===== src/include/ctm_pkg.sv =====
package ctm_pkg;

    // register byte offsets on the AXI4-Lite port
    localparam logic [7:0] OFS_SYS_CTRL_FIRST = 8'h00;
    localparam logic [7:0] OFS_SYS_CTRL_SECOND = 8'h04;
    localparam logic [7:0] OFS_TIME_BASE_TIMER_CONTROL = 8'h08;
    localparam logic [7:0] OFS_STATUS = 8'h0c;
    localparam logic [7:0] OFS_DIVIDER = 8'h10;

    // field positions
    localparam int BIT_STOP_REQ = 0;
    localparam int BIT_LF_OSC_EN = 0;
    localparam int BIT_HF_OSC_EN = 1;
    localparam int BIT_CORE_CLOCK_SOURCE_SELECT = 2;
    localparam int BIT_HALT_REQ = 3;
    localparam int BIT_DIVIDER_STAGE7_SOURCE_SELECT = 0;

    // chain geometry
    localparam int PRESCALER_STAGES = 2;
    localparam int DIVIDER_STAGES = 21;
    localparam int LOWER_W = PRESCALER_STAGES + 6;
    localparam int UPPER_W = DIVIDER_STAGES - 6;
    localparam int STATES_PER_CYCLE = 4;
    localparam logic [3:0] MIN_INSTR_CYCLES = 4'h1;
    localparam logic [3:0] MAX_INSTR_CYCLES = 4'ha;

    localparam logic [1:0] RESP_OKAY = 2'h0;
    localparam logic [1:0] RESP_SLVERR = 2'h2;

    typedef enum logic [2:0] {
        FAST_RUN_SINGLE_OSC,
        FAST_RUN_DUAL_OSC,
        LOW_SPEED_RUN_BOTH_OSC,
        LOW_SPEED_RUN_FAST_OSC_OFF,
        LOW_SPEED_HALT_BOTH_OSC,
        LOW_SPEED_HALT_FAST_OSC_OFF,
        OSC_STOP,
        STOP_WARMUP
    } ctm_mode_e;

    typedef struct packed {
        logic stop_req;
        logic lf_osc_en;
        logic hf_osc_en;
        logic core_clock_source_select;
        logic halt_req;
        logic divider_stage7_source_select;
    } ctm_ctrl_s;

    localparam ctm_ctrl_s CTRL_RESET = '{stop_req: 1'b0, lf_osc_en: 1'b0, hf_osc_en: 1'b1,
        core_clock_source_select: 1'b0, halt_req: 1'b0, divider_stage7_source_select: 1'b0};

endpackage : ctm_pkg


===== src/design/ctm_clock_timing_mode_control.sv =====
`timescale 1ns/1ns
`default_nettype none

// Overview of operation
// - two basic clocks, high and low frequency
// - all system clocks derive from selected clock
// - two-stage prescaler then twenty-one-stage divider
// - stage seven input chosen by mode and selects
// - chain cleared on reset, stop entry, release
// - low-speed modes feed low-frequency clock to stage seven
// - warm-up after fast stop feeds stage six to stage seven
// - machine cycle is four main clock states
// - instructions last one to ten machine cycles
// - controller runs oscillators, modes set by registers
// - single-clock: only fast oscillator, pins released
// - single-clock main clock is the fast clock
// - reset enters fast single-oscillator run
// - select bit switches dual mode slow/fast
// - fast-off and halt modes gate first stage
module ctm_clock_timing_mode_control
    import ctm_pkg::*;
#(
    parameter int WARMUP_STAGE = 14
) (
    input wire logic aclk,
    input wire logic aresetn,
    input wire logic [7:0] awaddr,
    input wire logic awvalid,
    output logic awready,
    input wire logic [31:0] wdata,
    input wire logic [3:0] wstrb,
    input wire logic wvalid,
    output logic wready,
    output logic [1:0] bresp,
    output logic bvalid,
    input wire logic bready,
    input wire logic [7:0] araddr,
    input wire logic arvalid,
    output logic arready,
    output logic [31:0] rdata,
    output logic [1:0] rresp,
    output logic rvalid,
    input wire logic rready,
    input wire logic high_freq_basic_clock,
    input wire logic low_freq_basic_clock,
    input wire logic stop_release_pin,
    input wire logic halt_wake,
    input wire logic [3:0] instr_cycles,
    output logic hf_osc_enable,
    output logic lf_osc_enable,
    output logic lf_pins_released,
    output logic main_clk_tick,
    output logic [1:0] machine_state,
    output logic instr_done,
    output logic [LOWER_W+UPPER_W-1:0] divider_state,
    output logic [2:0] mode_state
);

    function automatic logic [2:0] reg_index(input logic [7:0] addr);
        unique case (addr)
            OFS_SYS_CTRL_FIRST: reg_index = 3'h1;
            OFS_SYS_CTRL_SECOND: reg_index = 3'h2;
            OFS_TIME_BASE_TIMER_CONTROL: reg_index = 3'h3;
            OFS_STATUS: reg_index = 3'h4;
            OFS_DIVIDER: reg_index = 3'h5;
            default: reg_index = 3'h0;
        endcase
    endfunction : reg_index

    function automatic logic [3:0] clamp_cycles(input logic [3:0] n);
        if (n < MIN_INSTR_CYCLES) begin
            clamp_cycles = MIN_INSTR_CYCLES;
        end else if (n > MAX_INSTR_CYCLES) begin
            clamp_cycles = MAX_INSTR_CYCLES;
        end else begin
            clamp_cycles = n;
        end
    endfunction : clamp_cycles

    ctm_ctrl_s ctrl;
    ctm_mode_e mode;
    ctm_mode_e resume_mode;
    ctm_mode_e next_mode;
    ctm_mode_e run_target;
    ctm_mode_e mode_eff;
    logic stop_from_fast;
    logic [LOWER_W-1:0] lower;
    logic [UPPER_W-1:0] upper;
    logic [1:0] state;
    logic [3:0] remaining;
    logic aw_held;
    logic w_held;
    logic [7:0] aw_addr_q;
    logic [31:0] w_data_q;
    logic w_lane0_q;

    // bus decode
    wire logic aw_take = awvalid && awready;
    wire logic w_take = wvalid && wready;
    wire logic do_write = (aw_held || aw_take) && (w_held || w_take);
    wire logic [7:0] wr_addr = aw_held ? aw_addr_q : awaddr;
    wire logic [31:0] wr_data = w_held ? w_data_q : wdata;
    wire logic wr_lane0 = w_held ? w_lane0_q : wstrb[0];
    wire logic [2:0] wr_idx = reg_index(wr_addr);
    wire logic wr_ok = do_write && wr_lane0;
    wire logic wr_first = wr_ok && (wr_idx == 3'h1);
    wire logic wr_second = wr_ok && (wr_idx == 3'h2);
    wire logic wr_tbt = wr_ok && (wr_idx == 3'h3);
    wire logic ar_take = arvalid && arready;
    wire logic [2:0] rd_idx = reg_index(araddr);

    assign awready = !aw_held && !bvalid;
    assign wready = !w_held && !bvalid;
    assign arready = !rvalid;

    // clock tree: effective mode, gating and the stage seven mux
    assign mode_eff = (mode == STOP_WARMUP) ? resume_mode : mode;
    wire logic is_fast = (mode_eff == FAST_RUN_SINGLE_OSC) || (mode_eff == FAST_RUN_DUAL_OSC);
    wire logic is_slow = (mode_eff == LOW_SPEED_RUN_BOTH_OSC) || (mode_eff == LOW_SPEED_RUN_FAST_OSC_OFF);
    wire logic is_halt = (mode_eff == LOW_SPEED_HALT_BOTH_OSC) || (mode_eff == LOW_SPEED_HALT_FAST_OSC_OFF);
    wire logic fast_off = (mode_eff == LOW_SPEED_RUN_FAST_OSC_OFF) || (mode_eff == LOW_SPEED_HALT_FAST_OSC_OFF);
    assign hf_osc_enable = (mode != OSC_STOP) && !fast_off;
    assign lf_osc_enable = (mode != OSC_STOP) && (mode_eff != FAST_RUN_SINGLE_OSC);
    assign lf_pins_released = (mode_eff == FAST_RUN_SINGLE_OSC);
    wire logic hf_stage1 = high_freq_basic_clock && hf_osc_enable && !is_halt;
    wire logic lf_tick = low_freq_basic_clock && lf_osc_enable;
    wire logic stage6_carry = hf_stage1 && (&lower);
    wire logic warm_from_fast = (mode == STOP_WARMUP) && stop_from_fast;
    wire logic stage7_in = (is_slow || is_halt) ? lf_tick :
        warm_from_fast ? stage6_carry :
        ctrl.divider_stage7_source_select ? lf_tick : stage6_carry;
    wire logic warmup_done = (mode == STOP_WARMUP) && upper[WARMUP_STAGE-7];

    // main clock follows the selected basic clock; halted outside run modes
    assign main_clk_tick = (mode == mode_eff) && (is_fast ? high_freq_basic_clock :
        is_slow ? lf_tick : 1'b0);
    wire logic boundary = main_clk_tick && (state == 2'(STATES_PER_CYCLE - 1));

    // mode controller
    assign run_target = !ctrl.lf_osc_en ? FAST_RUN_SINGLE_OSC :
        !ctrl.core_clock_source_select ? FAST_RUN_DUAL_OSC :
        ctrl.hf_osc_en ? LOW_SPEED_RUN_BOTH_OSC : LOW_SPEED_RUN_FAST_OSC_OFF;

    always_comb begin
        next_mode = mode;
        unique case (mode)
            FAST_RUN_SINGLE_OSC, FAST_RUN_DUAL_OSC, LOW_SPEED_RUN_BOTH_OSC, LOW_SPEED_RUN_FAST_OSC_OFF: begin
                if (boundary) begin
                    if (ctrl.stop_req) begin
                        next_mode = OSC_STOP;
                    end else if (ctrl.halt_req && run_target == LOW_SPEED_RUN_BOTH_OSC) begin
                        next_mode = LOW_SPEED_HALT_BOTH_OSC;
                    end else if (ctrl.halt_req && run_target == LOW_SPEED_RUN_FAST_OSC_OFF) begin
                        next_mode = LOW_SPEED_HALT_FAST_OSC_OFF;
                    end else begin
                        next_mode = run_target;
                    end
                end
            end
            LOW_SPEED_HALT_BOTH_OSC, LOW_SPEED_HALT_FAST_OSC_OFF: begin
                // the core clock is stopped here, so no boundary can be waited for
                if (halt_wake) begin
                    next_mode = run_target;
                end
            end
            OSC_STOP: begin
                if (stop_release_pin) begin
                    next_mode = STOP_WARMUP;
                end
            end
            STOP_WARMUP: begin
                if (warmup_done) begin
                    next_mode = resume_mode;
                end
            end
        endcase
    end

    wire logic stop_edge = (mode != OSC_STOP && next_mode == OSC_STOP) || (mode == OSC_STOP && next_mode != OSC_STOP);

    always_ff @(posedge aclk) begin
        if (!aresetn) begin
            mode <= FAST_RUN_SINGLE_OSC;
            resume_mode <= FAST_RUN_SINGLE_OSC;
            stop_from_fast <= 1'b0;
        end else begin
            mode <= next_mode;
            if (next_mode == OSC_STOP && mode != OSC_STOP) begin
                resume_mode <= mode;
                stop_from_fast <= is_fast;
            end
        end
    end

    // prescaler and divider chain
    always_ff @(posedge aclk) begin
        if (!aresetn || stop_edge) begin
            lower <= '0;
            upper <= '0;
        end else begin
            lower <= lower + LOWER_W'(hf_stage1);
            upper <= upper + UPPER_W'(stage7_in);
        end
    end

    // machine cycle states and instruction length counter
    always_ff @(posedge aclk) begin
        if (!aresetn) begin
            state <= 2'h0;
            remaining <= MIN_INSTR_CYCLES;
        end else begin
            state <= state + 2'(main_clk_tick);
            if (boundary) begin
                remaining <= (remaining <= MIN_INSTR_CYCLES) ? clamp_cycles(instr_cycles) : remaining - 4'h1;
            end
        end
    end
    assign instr_done = boundary && (remaining == MIN_INSTR_CYCLES);

    // control bits; a software write of one wins over a hardware clear in the same cycle
    always_ff @(posedge aclk) begin
        if (!aresetn) begin
            ctrl <= CTRL_RESET;
        end else begin
            if (wr_first) begin
                ctrl.stop_req <= wr_data[BIT_STOP_REQ];
            end else if (warmup_done) begin
                ctrl.stop_req <= 1'b0;
            end
            if (wr_second) begin
                ctrl.lf_osc_en <= wr_data[BIT_LF_OSC_EN];
                ctrl.hf_osc_en <= wr_data[BIT_HF_OSC_EN];
                ctrl.core_clock_source_select <= wr_data[BIT_CORE_CLOCK_SOURCE_SELECT];
                ctrl.halt_req <= wr_data[BIT_HALT_REQ];
            end
            if (!(wr_second && wr_data[BIT_HALT_REQ]) && is_halt && halt_wake) begin
                ctrl.halt_req <= 1'b0;
            end
            if (wr_tbt) begin
                ctrl.divider_stage7_source_select <= wr_data[BIT_DIVIDER_STAGE7_SOURCE_SELECT];
            end
        end
    end

    // AXI4-Lite slave
    always_ff @(posedge aclk) begin
        if (!aresetn) begin
            aw_held <= 1'b0;
            w_held <= 1'b0;
            aw_addr_q <= 8'h00;
            w_data_q <= 32'h0000_0000;
            w_lane0_q <= 1'b0;
            bvalid <= 1'b0;
            bresp <= RESP_OKAY;
            rvalid <= 1'b0;
            rresp <= RESP_OKAY;
            rdata <= 32'h0000_0000;
        end else begin
            if (do_write) begin
                aw_held <= 1'b0;
                w_held <= 1'b0;
                bvalid <= 1'b1;
                bresp <= (wr_idx == 3'h0) ? RESP_SLVERR : RESP_OKAY;
            end else begin
                if (aw_take) begin
                    aw_held <= 1'b1;
                    aw_addr_q <= awaddr;
                end
                if (w_take) begin
                    w_held <= 1'b1;
                    w_data_q <= wdata;
                    w_lane0_q <= wstrb[0];
                end
                if (bvalid && bready) begin
                    bvalid <= 1'b0;
                end
            end
            if (ar_take) begin
                rvalid <= 1'b1;
                rresp <= (rd_idx == 3'h0) ? RESP_SLVERR : RESP_OKAY;
                unique case (rd_idx)
                    3'h1: rdata <= {31'h0, ctrl.stop_req};
                    3'h2: rdata <= {28'h0, ctrl.halt_req, ctrl.core_clock_source_select, ctrl.hf_osc_en,
                        ctrl.lf_osc_en};
                    3'h3: rdata <= {31'h0, ctrl.divider_stage7_source_select};
                    3'h4: rdata <= {27'h0, state, mode};
                    3'h5: rdata <= {9'h0, upper, lower};
                    default: rdata <= 32'h0000_0000;
                endcase
            end else if (rvalid && rready) begin
                rvalid <= 1'b0;
            end
        end
    end

    assign machine_state = state;
    assign divider_state = {upper, lower};
    assign mode_state = mode;
endmodule : ctm_clock_timing_mode_control

`default_nettype wire


===== config.mk =====
export PLATFORM = sky130hd
export DESIGN_NAME = ctm_clock_timing_mode_control
export DESIGN_NICKNAME = d
export VERILOG_FILES = /design/src/include/ctm_pkg.sv /design/src/design/ctm_clock_timing_mode_control.sv
export SDC_FILE = /design/constraint.sdc
export NUM_CORES = 1
export LEC_CHECK = 0
export BUFFER_PORTS_ARGS = -buffer_cell sky130_fd_sc_hd__buf_4
export CAP_MARGIN = 20
export CELL_PAD_IN_SITES_DETAIL_PLACEMENT = 1
export CELL_PAD_IN_SITES_GLOBAL_PLACEMENT = 1
export CORE_ASPECT_RATIO = 0.7
export CORE_MARGIN = 2
export CORE_UTILIZATION = 37
export CTS_CLUSTER_DIAMETER = 40
export DETAILED_ROUTE_END_ITERATION = 10
export PLACE_DENSITY_LB_ADDON = 0.1
export SLEW_MARGIN = 40
export SYNTH_ARGS = -nofsm -noshare
export SYNTH_HDL_FRONTEND = slang
export SYNTH_SLANG_ARGS = --single-unit

===== constraint.sdc =====
create_clock -name aclk -period 2.7 [get_ports aclk]
set_input_delay 0.27 -clock aclk [delete_from_list [all_inputs] [get_ports aclk]]
set_output_delay 0.27 -clock aclk [all_outputs]
set_load 0.005 [all_outputs]

==> flow_summary.ini, run 1 <==
[run_status]
status = complete, no violations

[synthesis]
syn_area_sq_um = 4270
yosys_warnings = 0
ys_seq_area_share_pct = 39.4
synth.distinct_cells = 62
netlist_instances = 488
syn_avg_cell_area_sq_um = 8.74
synth-edff-count = 0
synth_flop_cell = dfxtp_1
ys_async_sr_fraction_pct = 0
ys_seq_elements = 84

[worst_setup_path]
path_buf_inv = 1
r2r-end = upper[4]$_SDFF_PP0_
regToRegSetupSlack_ns = 0.23
crit_path_start_kind = flip-flop
ff2ff_path_depth = 9
cp-end-kind = flip-flop
slowest_delay_ns = 0.45
critPathKind = flip-flop to flip-flop
crit_arrival_ns = 2.70
crit_fanout = 20
critPathSlowestCell = dfxtp_1
required_ns = 2.93
r2r-start = resume_mode[1]$_SDFFE_PN0P_
cpLargestDelayFamily = compound AO/OA/AOI/OAI gates
cp_cell_sequence = nand2b_1 > o2bb2ai_1 > o21a_1 > o311ai_1 > o211a_1 > ha_1 > nand2_1 > buf_12 > nor2_1

[sta]
min_period_over_period_pct = 91.6
relSlewSlack_pct = 56.4
fin_worst_skew_ns = 0.00551
fin_crit_ns = 2.47
drv_slew = 0
rsz0062_at_grt = false
hold_viol = 0
report.final.setup_viol = 0
max_freq_mhz = 405
fin_setup_tns_ns = 0
hold_slack_ns = 0.177
tightestPinTransition_ns = 0.653

[power_and_ir_drop]
max-vdd-ir-drop_mv = 0.282
swShare_pct = 23.7
p_sw_mw = 0.659
p_clk_share_pct = 43.1
leakagePower_nw = 2.29
pwr-share-comb_pct = 10.0
total_power_mw = 2.77
pwr-share-seq_pct = 46.9
p_per_area_nw_per_um2 = 510
p_int_mw = 2.11

[finish]
layout_common_cells = 110 x buf_4, 79 x dfxtp_1, 47 x nand2_1
nFillCells = 1345
nets = 660
antenna_cells = 0
final_layout_size_suffix_gt1_share_pct = 24.1
area_growth_pct = 27.4
layout_commonest_cell = buf_4

[worst_hold_path]
hold_depth = 2
worstHoldStart = arvalid
min_to = rvalid$_SDFFE_PN0P_
hp-class = primary input to flip-flop

[detailed_routing]
dr.first_iter.drc_count = 105
wl_microns = 12000
vias_per_cell = 5.19
ant_nets = 0
route.detailed.drc = 0
via_count = 3854
dr.pass1.iters = 4
routedWlPerCell_microns = 16.1

[global_routing]
overflow = 0
antenna_found_initial = 0
grt_max_degree = 65
grt_pass1_wl_microns = 19500
track_usage_pct = 19.8
grt_pass1_vias = 3774

[clock_tree]
htreeDepth = 3
hold_buffers = 0
cts_sinks = 84
cts_tree = yes
cts-buffers-inserted = 9
cts_root_buf = clkbuf_16
path_clk_slew_ns = 0.06
clockBufferDepth = 2
cts_setup_buffers = 0
clk_latency_ns = 0.34

[floorplan]
chipWidth_microns = 132
row_count = 32
die_h_microns = 93.8
start_util_pct = 38.3
io_pins = 141
die_area_sq_um = 12400
core_area_sq_um = 11100

[placed_design]
place_hpwl_microns = 8950
gp_congestion = 0.858
io_buffers = 98

[flow_run]
cap_viol_max_count = 0
==> layer usage <==
layer | vias to the layer above | track usage [%] | share of wire (%)
met3 | 13 | 5.34 | 5.0
li1 | 1893 | - | -
met2 | 96 | 30.5 | 42
met5 | - | 0 | 0
met4 | 0 | 5.56 | 1.5
met1 | 1852 | 27.3 | 51
==> metrics by stage <==
stage	cells	setup WS [ns]	instance area [sq um]	utilization, %
floorplan	498	0.206	4300	-
global placement	727	0.129	5130	46.1
detailed placement	727	0.123	5140	46.1
CTS	743	0.0875	5420	48.7
global route	743	0.0218	5430	48.8
finish	743	0.228	5430	48.8
==> state kept, by name, summed over array words and instances, names as in the netlist, 4 cells and up <==
name and count:
w_data_q 4, rdata 23, aw_addr_q 8, lower 8
ctrl 6, remaining 4, upper 15
==> how the worst max path moves through the flow <==
stage	endpoint	start	cells past startpoint	slack [ns]
CTS	upper[12]$_SDFF_PP0_	mode_state[1]$_SDFF_PN0_	12	0.09
finish	upper[4]$_SDFF_PP0_	resume_mode[1]$_SDFFE_PN0P_	9	0.23
floorplan	upper[12]$_SDFF_PP0_	mode_state[2]$_SDFF_PN0_	12	0.21
detailed placement	upper[4]$_SDFF_PP0_	mode_state[1]$_SDFF_PN0_	10	0.12
global placement	upper[14]$_SDFF_PP0_	mode_state[1]$_SDFF_PN0_	9	0.13
global route	upper[12]$_SDFF_PP0_	lower[4]$_SDFF_PP0_	12	0.02
==> cells by family (layout without fill, tap and decap cells) <==
group	after synthesis	after routing	share of synthesized area, %
simple gates	204	204	24.8
compound gates	93	93	15.8
flops	84	84	39.4
fa+ha+maj	8	8	2.35
mux	33	33	7.80
other cells	1	11	0.0879
xor+xnor	19	19	3.90
buf+inv	46	138	5.81
==> final cells by class <==
class	count	area [sq um]	area share (%)
repair buffers	111	846	15.6
well taps	153	191	3.52
clock inverters	5	52.6	0.967
inverters	11	41.3	0.760
clock buffers	11	233	4.28
multi-input cells	368	2380	43.8
flip-flops and latches	84	1690	31.1
==> Yosys cell counts, drive strengths merged (7+ instances only) <==
cell    number  share of area, %
a21oi       13               1.5
nor2b       27               4.0
ha           8               2.3
o211ai       7               1.2
a21boi      23               4.0
clkbuf      16               1.6
xor2        13               2.7
mux2i       31               7.3
nand3       29               3.4
inv         11              0.97
dfxtp       84                39
nor2        40               3.5
o21ai       13               1.6
nand2       48               4.2
nor3         8               1.3
buf         19               3.2
and3         9               1.3
==> what timing repair did <==
action	4_1_cts	5_1_grt
gates resized for setup	0	8
endpoints found under the setup margin	0	24
endpoints found under the hold margin	0	0
==> power groups by stage <==
stage | logic, mW | clock network, mW | registers (mW)
after floorplan | 0.177 | 0 | 1.31
after global placement | 0.268 | 0 | 1.33
after detailed placement | 0.278 | 0 | 1.33
after CTS | 0.279 | 1.24 | 1.30
after global routing | 0.305 | 1.29 | 1.31
final | 0.276 | 1.20 | 1.30
No activity file was read; power rests on OpenSTA's default activity.
==> inputs of run 2 (changes only) <==
RECOVER_POWER = 100   (was default)
==> flow_summary.ini, run 2 (same netlist as run 1, synthesis figures left out) <==
[placed_design]
place_inst = 727
place_hpwl_microns = 8950
gp_congestion = 0.858
io_buffers = 98
placed_area_sq_um = 5140
pre_cts_slack_ns = 0.123

[global_routing]
overflow = 0
grt_max_degree = 65
track_usage_pct = 19.8
grt_pass1_vias = 3774
antenna_found_initial = 0
grt_pass1_wl_microns = 19500

[sta]
report.final.setup_viol = 0
fin_ws_ns = 0.238
drv_slew = 0
tightestPinTransition_ns = 1.17
fin_setup_tns_ns = 0
hold_viol = 0
rsz0062_at_grt = false
max_freq_mhz = 406
min_period_over_period_pct = 91.2
fin_crit_ns = 2.46
hold_slack_ns = 0.178
fin_worst_skew_ns = 0.00555
relSlewSlack_pct = 21.9

[finish]
top_regs = rdata (23), upper (15)
nets = 660
layout_commonest_cell = dfxtp_1
antenna_cells = 0
final_core_utilization_pct = 48.3
nFillCells = 1359
final_area_sq_um = 5380
largest_register_ffs = 23
layout_common_cells = 79 x dfxtp_1, 50 x clkbuf_4, 48 x buf_4
area_growth_pct = 26.1
instances_no_fill = 743
final_layout_size_suffix_gt1_share_pct = 21.9
regMostFlops = rdata

[worst_setup_path]
critPathSlowestCell = dfxtp_1
cp-end-kind = flip-flop
crit_arrival_ns = 2.69
regToRegSetupSlack_ns = 0.24
slowest_delay_ns = 0.45
crit_path_start_kind = flip-flop
required_ns = 2.93
cp_cell_sequence = nand2b_1 > o2bb2ai_1 > o21a_1 > o311ai_1 > o211a_1 > ha_1 > nand2_1 > buf_12 > nor2_1
crit_fanout = 20
r2r-start = resume_mode[1]$_SDFFE_PN0P_
ff2ff_path_depth = 9
r2r-end = upper[4]$_SDFF_PP0_
critPathKind = flip-flop to flip-flop

[worst_hold_path]
min_to = rvalid$_SDFFE_PN0P_
hp-class = primary input to flip-flop
hold_depth = 2
worstHoldStart = arvalid

[flow_run]
cap_viol_max_count = 0

[clock_tree]
cts_sinks = 84
clk_latency_ns = 0.34
cts_tree = yes
htreeDepth = 3
path_clk_slew_ns = 0.06
cts-buffers-inserted = 9
cts_root_buf = clkbuf_16
cts_setup_buffers = 0
clockBufferDepth = 2

[detailed_routing]
via_count = 3848
wl_microns = 11900
dr.first_iter.drc_count = 131
route.detailed.drc = 0
vias_per_cell = 5.18
routedWlPerCell_microns = 16.0
dr.pass1.iters = 4
ant_nets = 0

[power_and_ir_drop]
max-vdd-ir-drop_mv = 0.280
p_per_area_nw_per_um2 = 515
total_power_mw = 2.77
leakagePower_nw = 2.21

[floorplan]
start_util_pct = 38.3
die_area_sq_um = 12400
io_pins = 141
die_h_microns = 93.8
chipWidth_microns = 132
row_count = 32
core_area_sq_um = 11100

[run_status]
status = complete, no violations
[run 2: changes by cell type in the layout (fill, tap and decap cells not counted), sizes merged]
cell    change
buf        -62
clkbuf     +62
[run 2: how the worst max path moves through the flow]
stage                                      startpoint              endpoint  cells past startpoint
after floorplan              mode_state[2]$_SDFF_PN0_  upper[12]$_SDFF_PP0_                     12
after global placement       mode_state[1]$_SDFF_PN0_  upper[14]$_SDFF_PP0_                      9
after detailed placement     mode_state[1]$_SDFF_PN0_   upper[4]$_SDFF_PP0_                     10
after CTS                    mode_state[1]$_SDFF_PN0_  upper[12]$_SDFF_PP0_                     12
after global routing         mode_state[0]$_SDFF_PN0_  upper[14]$_SDFF_PP0_                     10
final                     resume_mode[1]$_SDFFE_PN0P_   upper[4]$_SDFF_PP0_                      9
[run 2: area by class of cell]
class | instances | area (sq um) | share of cell area [%]
Clock inverter | 5 | 52.6 | 0.977
Multi-Input combinational cell | 368 | 2370 | 44.0
Sequential cell | 84 | 1690 | 31.4
Tap cell | 153 | 191 | 3.56
Timing Repair Buffer | 111 | 803 | 14.9
Inverter | 11 | 41.3 | 0.768
Clock buffer | 11 | 233 | 4.33
[run 2: report_power, final]
part           internal [mW]  total (mW)  switching (mW)
clock                  0.712        1.20           0.484
sequential              1.27        1.30          0.0349
combinational          0.133       0.271           0.138
total                   2.11        2.77           0.657
[run 2: critical path, delay by kind of cell (launching register included)]
family          cells  cell delay, ns
buf+inv             1            0.19
fa+ha+maj           1            0.26
simple gates        3            0.41
compound gates      4            1.02
flops               1            0.45
[run 2: layer usage]
layer / wire length, microns / track usage (%) / vias to the layer above
met3: 594 / 5.34 / 13
met5: 0 / 0 / -
li1: - / - / 1893
met4: 172 / 5.56 / 0
met2: 5020 / 30.5 / 90
met1: 6100 / 27.3 / 1852
[run 2: what timing repair did]
item | CTS | global route
gates resized for setup | 0 | 8
hold endpoints to repair | 0 | 0
setup endpoints to repair | 0 | 24
hold buffers | 0 | 0
